File: config.mk
export PLATFORM = sky130hd
export DESIGN_NAME = pc_card_timing
export DESIGN_NICKNAME = d
export VERILOG_FILES = /design/src/verilog/wait_count_table.v /design/src/verilog/pc_card_timing.v
export VERILOG_INCLUDE_DIRS = /design/src /design/src/verilog
export SDC_FILE = /design/constraint.sdc
export NUM_CORES = 1
export LEC_CHECK = 0
export BUFFER_PORTS_ARGS = -buffer_cell sky130_fd_sc_hd__buf_2
export CAP_MARGIN = 5
export CORE_ASPECT_RATIO = 1.25
export CORE_MARGIN = 3
export CORE_UTILIZATION = 54
export DETAILED_ROUTE_END_ITERATION = 7
export PLACE_DENSITY = 0.91
export SKIP_LAST_GASP = 1
export SYNTH_ARGS = -nofsm -noshare
export SYNTH_HDL_FRONTEND = slang
export SYNTH_SLANG_ARGS = --single-unit
File: constraint.sdc
create_clock -name core_clk -period 2.5 [get_ports core_clk]
set_input_delay 0 -clock core_clk [delete_from_list [all_inputs] [get_ports core_clk]]
set_output_delay 0 -clock core_clk [all_outputs]
set_load 0.005 [all_outputs]
File: src/verilog/pc_card_timing_regs.vh
`ifndef PC_CARD_TIMING_REGS_VH
`define PC_CARD_TIMING_REGS_VH

// Byte offsets of the register port.
`define AREA5_BUS_TIMING_REG_OFS 8'h00
`define AREA6_BUS_TIMING_REG_OFS 8'h04
`define ACCESS_STATUS_REG_OFS 8'h08

// Field positions inside a bus timing register.
`define STROBE_SETUP_DELAY_MSB 14
`define STROBE_SETUP_DELAY_LSB 11
`define ACCESS_WAIT_COUNT_MSB 10
`define ACCESS_WAIT_COUNT_LSB 7
`define EXT_WAIT_MASK_BIT 6
`define ADDR_HOLD_AFTER_STROBE_MSB 3
`define ADDR_HOLD_AFTER_STROBE_LSB 0

// Reset value and writable-bit mask.
`define BUS_TIMING_REG_RESET 32'h00000500
`define BUS_TIMING_REG_WRITE_MASK 32'h00007fcf

// Highest strobe set-up delay code that is not prohibited.
`define STROBE_SETUP_DELAY_MAX 4'h7

// Bus clock period in ns and the core clock period in ns.
`define BUS_CLK_PERIOD_NS 20
`define CORE_CLK_PERIOD_NS 10
// Core clock cycles in one half bus cycle.
`define HALF_CYCLE_TICKS (`BUS_CLK_PERIOD_NS / 2 / `CORE_CLK_PERIOD_NS)

`endif

File: src/verilog/wait_count_table.v
`timescale 1ns/1ps
`include "pc_card_timing_regs.vh"

module wait_count_table (
	input wire core_clk,
	input wire arst_n,
	input wire [3:0] code,
	output reg [6:0] cycles_q
);

	reg [6:0] cycles_d;

	always @* begin
		case (code)
		4'h0: cycles_d = 7'd3;
		4'h1: cycles_d = 7'd6;
		4'h2: cycles_d = 7'd9;
		4'h3: cycles_d = 7'd12;
		4'h4: cycles_d = 7'd15;
		4'h5: cycles_d = 7'd18;
		4'h6: cycles_d = 7'd22;
		4'h7: cycles_d = 7'd26;
		4'h8: cycles_d = 7'd30;
		4'h9: cycles_d = 7'd33;
		4'ha: cycles_d = 7'd36;
		4'hb: cycles_d = 7'd38;
		4'hc: cycles_d = 7'd52;
		4'hd: cycles_d = 7'd60;
		4'he: cycles_d = 7'd64;
		default: cycles_d = 7'd80;
		endcase
	end

	always @(posedge core_clk or negedge arst_n) begin
		if (!arst_n) begin
			cycles_q <= 7'd0;
		end else begin
			cycles_q <= cycles_d;
		end
	end

endmodule // wait_count_table

File: src/verilog/pc_card_timing.v
// The address map and the plain strobed port were chosen for this implementation.
`timescale 1ns/1ps
`include "pc_card_timing_regs.vh"

// Overview of operation
// Wait count code 0-15 inserts 3,6,9,12,15,18,22,26,30,33,36,38,52,60,64,80 cycles.
// Wait count field resets to 1010, giving 36 wait cycles.
// Wait mask bit 6: 0 lets external wait stretch, 1 ignores it.
// The wait mask applies even when the wait count is zero.
// Bits 5 and 4 read as zero; software writes zero there.
// Address hold after strobe negation is code plus half a cycle.
// Address hold field resets to 0000, a half-cycle hold.
// Strobe set-up delay is code plus half a cycle, codes above 0111 prohibited.
// Unmasked external wait keeps the strobe asserted past the wait count.

module pc_card_timing (
	input wire core_clk,
	input wire arst_n,
	input wire [7:0] reg_addr,
	input wire [31:0] reg_wdata,
	input wire reg_wr,
	input wire reg_rd,
	output reg [31:0] reg_rdata_q,
	input wire acc_req,
	input wire acc_area,
	input wire acc_write,
	input wire ext_wait_n,
	output reg addr_oe_q,
	output reg rd_n_q,
	output reg we_n_q,
	output reg acc_done_q
);

	// One core clock tick is half an external bus cycle, so every
	// half-cycle figure is an exact number of ticks.
	localparam [4:0] ST_IDLE = 5'b00001;
	localparam [4:0] ST_SETUP = 5'b00010;
	localparam [4:0] ST_STROBE = 5'b00100;
	localparam [4:0] ST_HOLD = 5'b01000;
	localparam [4:0] ST_DONE = 5'b10000;

	reg [31:0] area5_q;
	reg [31:0] area6_q;
	reg [31:0] area5_d;
	reg [31:0] area6_d;
	reg [4:0] state_q;
	reg [4:0] state_d;
	reg [7:0] cnt_q;
	reg [7:0] cnt_d;
	reg area_q;
	reg area_d;
	reg write_q;
	reg write_d;
	reg wait_meta_q;
	reg wait_sync_q;
	reg [31:0] rdata_d;
	reg addr_oe_d;
	reg rd_n_d;
	reg we_n_d;
	reg done_d;
	wire [31:0] cfg;
	wire [3:0] setup_code;
	wire [3:0] wait_code;
	wire [3:0] hold_code;
	wire wait_masked;
	wire wait_stretch;
	wire [6:0] wait_cycles;

	// Ticks spent in a phase given in half-cycle steps: code n lasts
	// n + 0.5 cycles, which is 2n + 1 ticks; the counter ends at 2n.
	function [7:0] half_steps_end;
		input [3:0] code;
		begin
			half_steps_end = {3'b000, code, 1'b0};
		end
	endfunction

	function [31:0] write_merge;
		input [31:0] old_val;
		input [31:0] new_val;
		begin
			write_merge = (old_val & ~`BUS_TIMING_REG_WRITE_MASK) |
				(new_val & `BUS_TIMING_REG_WRITE_MASK);
		end
	endfunction

	assign cfg = area_q ? area6_q : area5_q;
	assign wait_code = cfg[`ACCESS_WAIT_COUNT_MSB:`ACCESS_WAIT_COUNT_LSB];
	assign hold_code = cfg[`ADDR_HOLD_AFTER_STROBE_MSB:`ADDR_HOLD_AFTER_STROBE_LSB];
	// Prohibited set-up codes saturate so a bad write cannot hang the cycle.
	assign setup_code = (cfg[`STROBE_SETUP_DELAY_MSB:`STROBE_SETUP_DELAY_LSB] >
		`STROBE_SETUP_DELAY_MAX) ? `STROBE_SETUP_DELAY_MAX :
		cfg[`STROBE_SETUP_DELAY_MSB:`STROBE_SETUP_DELAY_LSB];
	assign wait_masked = cfg[`EXT_WAIT_MASK_BIT];
	assign wait_stretch = !wait_masked && !wait_sync_q;

	wait_count_table u_wait_table (
		.core_clk(core_clk),
		.arst_n(arst_n),
		.code(wait_code),
		.cycles_q(wait_cycles)
	);

	always @* begin
		area5_d = area5_q;
		area6_d = area6_q;
		if (reg_wr && reg_addr == `AREA5_BUS_TIMING_REG_OFS) begin
			area5_d = write_merge(area5_q, reg_wdata);
		end
		if (reg_wr && reg_addr == `AREA6_BUS_TIMING_REG_OFS) begin
			area6_d = write_merge(area6_q, reg_wdata);
		end
	end

	always @* begin
		rdata_d = 32'h00000000;
		if (reg_rd) begin
			case (reg_addr)
			`AREA5_BUS_TIMING_REG_OFS: rdata_d = area5_q & `BUS_TIMING_REG_WRITE_MASK;
			`AREA6_BUS_TIMING_REG_OFS: rdata_d = area6_q & `BUS_TIMING_REG_WRITE_MASK;
			`ACCESS_STATUS_REG_OFS: rdata_d = {24'h000000, 1'b0, !wait_sync_q,
				write_q, area_q, state_q[4:1]};
			default: rdata_d = 32'h00000000;
			endcase
		end
	end

	always @* begin
		state_d = state_q;
		cnt_d = cnt_q + 8'h01;
		area_d = area_q;
		write_d = write_q;
		addr_oe_d = addr_oe_q;
		rd_n_d = 1'b1;
		we_n_d = 1'b1;
		done_d = 1'b0;
		case (state_q)
		ST_IDLE: begin
			cnt_d = 8'h00;
			addr_oe_d = 1'b0;
			if (acc_req) begin
				state_d = ST_SETUP;
				area_d = acc_area;
				write_d = acc_write;
				addr_oe_d = 1'b1;
			end
		end
		ST_SETUP: begin
			if (cnt_q == half_steps_end(setup_code)) begin
				state_d = ST_SETUP << 1;
				cnt_d = 8'h00;
				rd_n_d = write_q;
				we_n_d = !write_q;
			end
		end
		ST_STROBE: begin
			rd_n_d = write_q;
			we_n_d = !write_q;
			// Strobe spans one bus cycle plus the wait cycles, counted in ticks.
			if (cnt_q >= {wait_cycles, 1'b1}) begin
				cnt_d = cnt_q;
				// The mask is checked here with no regard to the wait count.
				if (!wait_stretch) begin
					state_d = ST_HOLD;
					cnt_d = 8'h00;
					rd_n_d = 1'b1;
					we_n_d = 1'b1;
				end
			end
		end
		ST_HOLD: begin
			if (cnt_q == half_steps_end(hold_code)) begin
				state_d = ST_DONE;
				addr_oe_d = 1'b0;
				done_d = 1'b1;
			end
		end
		ST_DONE: begin
			state_d = ST_IDLE;
			cnt_d = 8'h00;
		end
		default: begin
			state_d = ST_IDLE;
			cnt_d = 8'h00;
			addr_oe_d = 1'b0;
		end
		endcase
	end

	always @(posedge core_clk or negedge arst_n) begin
		if (!arst_n) begin
			area5_q <= `BUS_TIMING_REG_RESET;
			area6_q <= `BUS_TIMING_REG_RESET;
			state_q <= ST_IDLE;
			cnt_q <= 8'h00;
			area_q <= 1'b0;
			write_q <= 1'b0;
			wait_meta_q <= 1'b1;
			wait_sync_q <= 1'b1;
			reg_rdata_q <= 32'h00000000;
			addr_oe_q <= 1'b0;
			rd_n_q <= 1'b1;
			we_n_q <= 1'b1;
			acc_done_q <= 1'b0;
		end else begin
			area5_q <= area5_d;
			area6_q <= area6_d;
			state_q <= state_d;
			cnt_q <= cnt_d;
			area_q <= area_d;
			write_q <= write_d;
			wait_meta_q <= ext_wait_n;
			wait_sync_q <= wait_meta_q;
			reg_rdata_q <= rdata_d;
			addr_oe_q <= addr_oe_d;
			rd_n_q <= rd_n_d;
			we_n_q <= we_n_d;
			acc_done_q <= done_d;
		end
	end

endmodule // pc_card_timing

# Word-level counts from Yosys, hierarchy flattened
# Memory sizes are Yosys's and may differ from the RTL's. A register that Yosys moved wholly into a read port is not among the register bits.
# Cells that the tools add are included.
[word_totals] ff_bits=117 out_inout_bits=36 ramBits=0 input_bits=48 n_memories=1 romBits=112 latch_bits=0
[op_classes] eq_ne=15 shift=0 div=0 muxes=27 bitwise_logic=3 multipliers=0 n_reduce_logical=12 addsub=1 magnitude_cmp=2
[memory_table] name="(name not given)" depth=16 width=7 read_ports=1 rd_ports_with_merged_regs=1 wr=0 line="wait_count_table.v:14" source="case (code)"
[op_table] cell="bitwise OR 32 x 15 -> 32 bit" count=2
[op_table] cell="case mux 15 bit (3 select lines)" count=1
[op_table] cell="2-to-1 mux 15 bit" count=2
[op_table] cell="2-to-1 mux 5 bit" count=5
[op_table] cell="2-to-1 mux 8 bit" count=3
[op_table] cell="case mux 8 bit (3 select lines)" count=1
[op_table] cell="case mux 5 bit (4 select lines)" count=1
[op_table] cell="== test 8 x 5 -> 1 bit" count=2
[op_table] cell="2-to-1 mux 1 bit" count=10
[op_table] cell="inequality test 2 bit (second input constant)" count=5
[op_table] cell="adder 8 x 1 -> 8 bit (second input constant)" count=1
[op_table] cell="== test 8 x 3 -> 1 bit (second input constant)" count=1
[op_table] cell="== test 8 x 4 -> 1 bit (second input constant)" count=1
[op_table] cell="greater-or-equal comparator 8 bit" count=1
[op_table] cell="zero test 8 bit" count=1
[op_table] cell="== test 5 x 1 -> 1 bit (second input constant)" count=1
[op_table] cell="== test 5 x 2 -> 1 bit (second input constant)" count=1
[op_table] cell="== test 5 x 3 -> 1 bit (second input constant)" count=1
[op_table] cell="== test 5 x 4 -> 1 bit (second input constant)" count=1
[op_table] cell="== test 5 bit (second input constant)" count=1
[op_table] cell="AND reduction 5 bit" count=1
[op_table] cell="greater-than comparator 4 x 3 -> 1 bit (second input constant)" count=1
[op_table] cell="zero test 1 bit" count=4
[op_table] cell="2-to-1 mux 4 bit" count=1
[op_table] cell="7 further kinds" count=11

# Logic depth before layout (Yosys ltp)
[logic_depth] depth_word=6 ltp_mapped=8 ltp_nobuf=8

# By module
# A second synthesis with hierarchy kept.
[hier_totals] cells_unflattened=319 hier_area_um2=3609.7
[by_module_without_submodules] module="pc_card_timing" n_inst=1 area_per_inst_um2=3246.9 cells_each=286
[by_module_without_submodules] module="wait_count_table" n_inst=1 area_per_inst_um2=362.8 cells_each=33

# Least setup slack after synthesis
# Ideal clock, no wire load.
[synth_timing] path_kind="flip-flop to flip-flop" startpoint="register cnt_q[6]" endpoint="register cnt_q[3]" path_stages_with_launch=8 period_less_slack_ns=2.072 setup_ns=0.129 t_required_ns=2.371 setup_slack_ns=0.428 arrival_time_ns=1.942 path_cell_list="dfrtp_1 -> ha_1 -> a21oi_1 -> nor2b_1 -> o41ai_2 -> mux2_2 -> a21oi_1 -> o22ai_1"
[synth_between] elab_chain_cells=3 word_cells_on_any_way=6 cone_classes="order compare: 1; eq/ne: 2; mux: 3"
[synth_lines] item="from (decl)" line="pc_card_timing.v:48" source="reg [7:0] cnt_q;"
[synth_lines] item="from (signal assigned)" line="pc_card_timing.v:209" source="cnt_q <= cnt_d;"
[synth_lines] item="greater-or-equal comparator 8 bit / == test 8 x 5 -> 1 bit (equally long branches)" line="pc_card_timing.v:160, pc_card_timing.v:149"
[synth_lines] item="2-to-1 mux 8 bit, on equally long branches" line="pc_card_timing.v:160, pc_card_timing.v:149"
[synth_lines] item="case mux 8 bit (3 select lines)" line="pc_card_timing.v:137" source="case (state_q)"
# Several ways; a longest one is shown, not always the timed one.
# A chain may end at the register's enable or synchronous reset.

# Final worst setup path
# Same ends and word-level chain as after synthesis.

==> flow_summary_export.csv <==
group,metric,value,unit
timing,post-route-min-period,2300,ps
floorplan,floorplan.die.height,97.8,um
grt,initial_antenna_violation_count,0,
timing,timing_hold_violations_final,0,
critical_path,endpoint_kind,"flop",
route,drt-wirelength-per-cell,16.0,um
critical_path,r2r_slack,200,ps
layout,syn2layout_area_growth,17.4,%
placement,dpl.hpwl,5510,um
critical_path,path_delay_family,"compound AO/OA/AOI/OAI gates",
route,postRouteWirelength,8060,um
logic_synthesis,ys_top_cells_by_area,"dfrtp_1, mux2_2, dfstp_2",
critical_path,worstPathMaxFanout,6,
timing,max-slew-margin-rel,0.528,
floorplan,floorplan.initialDensity,0.572,
layout,layout-drive-gt1-share,0.289,
critical_path,crit_path_end,"cnt_q[3]",
grt,globalRouteOverflowTotal,0,
critical_path,crit_buf_inv,0,
placement,finalWeightedCongestion,0.842,
power_and_ir_drop,power_per_cell_area,659,nW/um^2
power_and_ir_drop,total_leakage_power,2.08,nW
floorplan,die_area,7770,sq um
logic_synthesis,synth_largest_type_area_fraction,0.413,
clock_network,cts.htree.levels,3,
critical_path,timing.critical_path.cells,"ha_1 -> a21oi_1 -> nor2b_1 -> o41ai_2 -> mux2_2 -> a21oi_1 -> o22ai_1",
placement,numPlacedInstances,470,
floorplan,placement_rows,32,
grt,grt_use_total,0.226,
logic_synthesis,postSynthCellCount,344,
logic_synthesis,synth_edf_count,0,
timing,smallest_hold_slack,76.6,ps
clock_network,clock_sinks,69,
logic_synthesis,synthArstFlopShare,1.00,
outcome,run_status,"finished, final reports clean",
floorplan,num_io_pins,84,
floorplan,floorplan.die.width,79.4,um
route,vias,2761,
critical_path,startpoint_of_the_worst_slack_reg_to_reg_timing_path,"cnt_q[6]",
logic_synthesis,ys_top_cells_by_count,"dfrtp_1, nor2_1, mux2_2, nand2_1, mux2i_1",
clock_network,cts_tree,"built",
timing,fin_tns_setup,0,ps
critical_path,rr_endpoint,"cnt_q[3]",
timing,final.period_utilization,0.920,
critical_path,worst-endpoint-arrival,2540,ps
clock_network,post_cts.repair.setup_buffers,0,
critical_path,timing_worst_setup_path_type,"reg2reg",
logic_synthesis,synthMostInstantiatedCell,"dfrtp_1",
grt,grt_pass1_vias,2796,
route,detail_route.drc_violations,0,
critical_path,r2r.worst_path.cells,7,
layout,diodes,0,
worst_hold_path,timing.hold.worst.class,"in2reg",
power_and_ir_drop,irDropWorstVdd,692,uV
clock_network,tritoncts.num_buffers,9,
layout,finish.net_count,474,
grt,grt_start_max_net_pins,29,
clock_network,clock-root-buffer,"clkbuf_8",
logic_synthesis,synth-seq-area-share,0.477,
route,route.detailed.vias_per_inst,5.48,
route,router_iterations_before_antenna_repair,4,
logic_synthesis,count_of_unique_library_cells_instantiated_by_yosys,50,
timing,slew_viol_final,0,
clock_network,clock_path_buffers,2,
critical_path,critical_path_cell_count,7,
critical_path,cp_slowest_stage_delay,510,ps
timing,setup_ws,199,ps
timing,tightest_slew,707,ps
logic_synthesis,post_synth.cell_area_avg,10.6,sq um
critical_path,worstSetupStartpointType,"flop",
logic_synthesis,synthDominantAreaCellType,"dfrtp_1",
timing,clock.fmax,435,MHz
clock_network,clkTransAtPathRegs,80,ps
floorplan,design.core.area,6370,sq um
grt,grt_pass1_wl,13700,um
critical_path,timing.critical_path.mode_cell,"a21oi_1",
logic_synthesis,synth-main-ff-cell,"dfrtp_1",
timing,rsz0062_at_grt,"no",
clock_network,insertion_delay,360,ps
critical_path,worstSetupStartpoint,"cnt_q[6]",
flow_run,max-cap-violations,0,
layout,fin_cells,504,
route,number_of_design_rule_violations_left_by_the_first_detailed_router_iteration,197,
logic_synthesis,ys_seq_elements,69,
timing,final_setup_vio_count,0,
timing,final.setup_skew,13.3,ps
placement,preCtsSetupSlack,219,ps
placement,port_buffers,47,
logic_synthesis,synth_area,3640,sq um
critical_path,timing.critical_path.slowest_stage_cell,"o41ai_2",
critical_path,critPathRequiredTime,2740,ps
route,final_antenna_net_count,0,
logic_synthesis,yosys_warnings,0,
registers in the layout, summed over array words and instances (netlist names):
signal	flops
reg_rdata_q	15
area5_q	13
area6_q	13
cnt_q	8
u_wait_table.cycles_q	7
state_q	5
acc_done_q	1
addr_oe_q	1
area_q	1
rd_n_q	1
wait_meta_q	1
wait_sync_q	1
we_n_q	1
write_q	1
cell usage in the layout (no fill, tap or decap), drive strengths merged, types with 3 or more instances in the layout:
cell type,n
dfrtp,60
nor3,9
nand2,21
buf,55
nand4,3
xor2,3
nor3b,4
or3,3
nor2,40
nor2b,4
a211oi,4
nand2b,8
xnor2,3
o211ai,4
or2,3
ha,12
mux2i,20
a211o,3
conb,17
a21oi,14
dfstp,9
o22ai,3
clkbuf,14
dlygate4sd3,18
nand3,11
inv,13
mux2,31
o21ai,11
report_power, final:
| part | internal, mW | total [mW] | switching, mW |
|---|---|---|---|
| combinational | 0.310 | 0.651 | 0.342 |
| clock | 0.412 | 0.816 | 0.403 |
| sequential | 1.23 | 1.35 | 0.122 |
| total | 1.95 | 2.81 | 0.867 |
through the flow:
stage	utilization	cell area [sq um]	power (mW)
floorplan	-	3700	1.81
global route	0.671	4270	2.97
finish	0.671	4270	2.81
CTS	0.671	4270	2.82
detailed placement	0.616	3920	1.98
global placement	0.616	3920	1.94
tightest hold or removal path, delay by kind of cell:
family,cells,cell delay (ps)
simple gates,2,290
buf+inv,1,110
timing repair:
item                                   CTS  global route
gates resized for setup                  0             0
endpoints found under the hold margin   53             0
hold buffers                            18             0
layout make-up:
type	count	area, sq um
Fill cell	445	2090
Sequential cell	69	1740
Multi-Input combinational cell	248	1730
Timing Repair Buffer	73	475
Clock buffer	14	163
Tap cell	85	106
Inverter	13	48.8
Clock inverter	2	10.0
metal layers:
metal | track usage | vias to the layer above | share of wire
met4 | 0.112 | 0 | 0.026
met2 | 0.378 | 85 | 0.53
li1 | - | 1310 | -
met1 | 0.277 | 1348 | 0.40
met3 | 0.0397 | 18 | 0.043
met5 | 0 | - | 0
worst min-delay path by stage:
stage	start	end	slack, ps	cells past startpoint
global route	reg_rd	reg_rdata_q[0]	120	3
detailed placement	arst_n	area6_q[6]	20	1
finish	reg_rd	reg_rdata_q[3]	80	3
CTS	reg_rd	reg_rdata_q[3]	60	3
floorplan	arst_n	acc_done_q	-300	0
global placement	arst_n	area6_q[6]	6	1
kinds of logic (layout without fill, tap and decap cells):
kind of cell / Yosys count / after routing / share of synthesized area
flops: 69 / 69 / 0.477
compound gates: 48 / 48 / 0.0904
mux: 52 / 52 / 0.157
simple gates: 113 / 113 / 0.155
fa+ha+maj: 12 / 12 / 0.0413
xor+xnor: 6 / 6 / 0.0144
buf+inv: 43 / 102 / 0.0633
other cells: 1 / 17 / 0.00103
(Power assumes the default switching activity.)
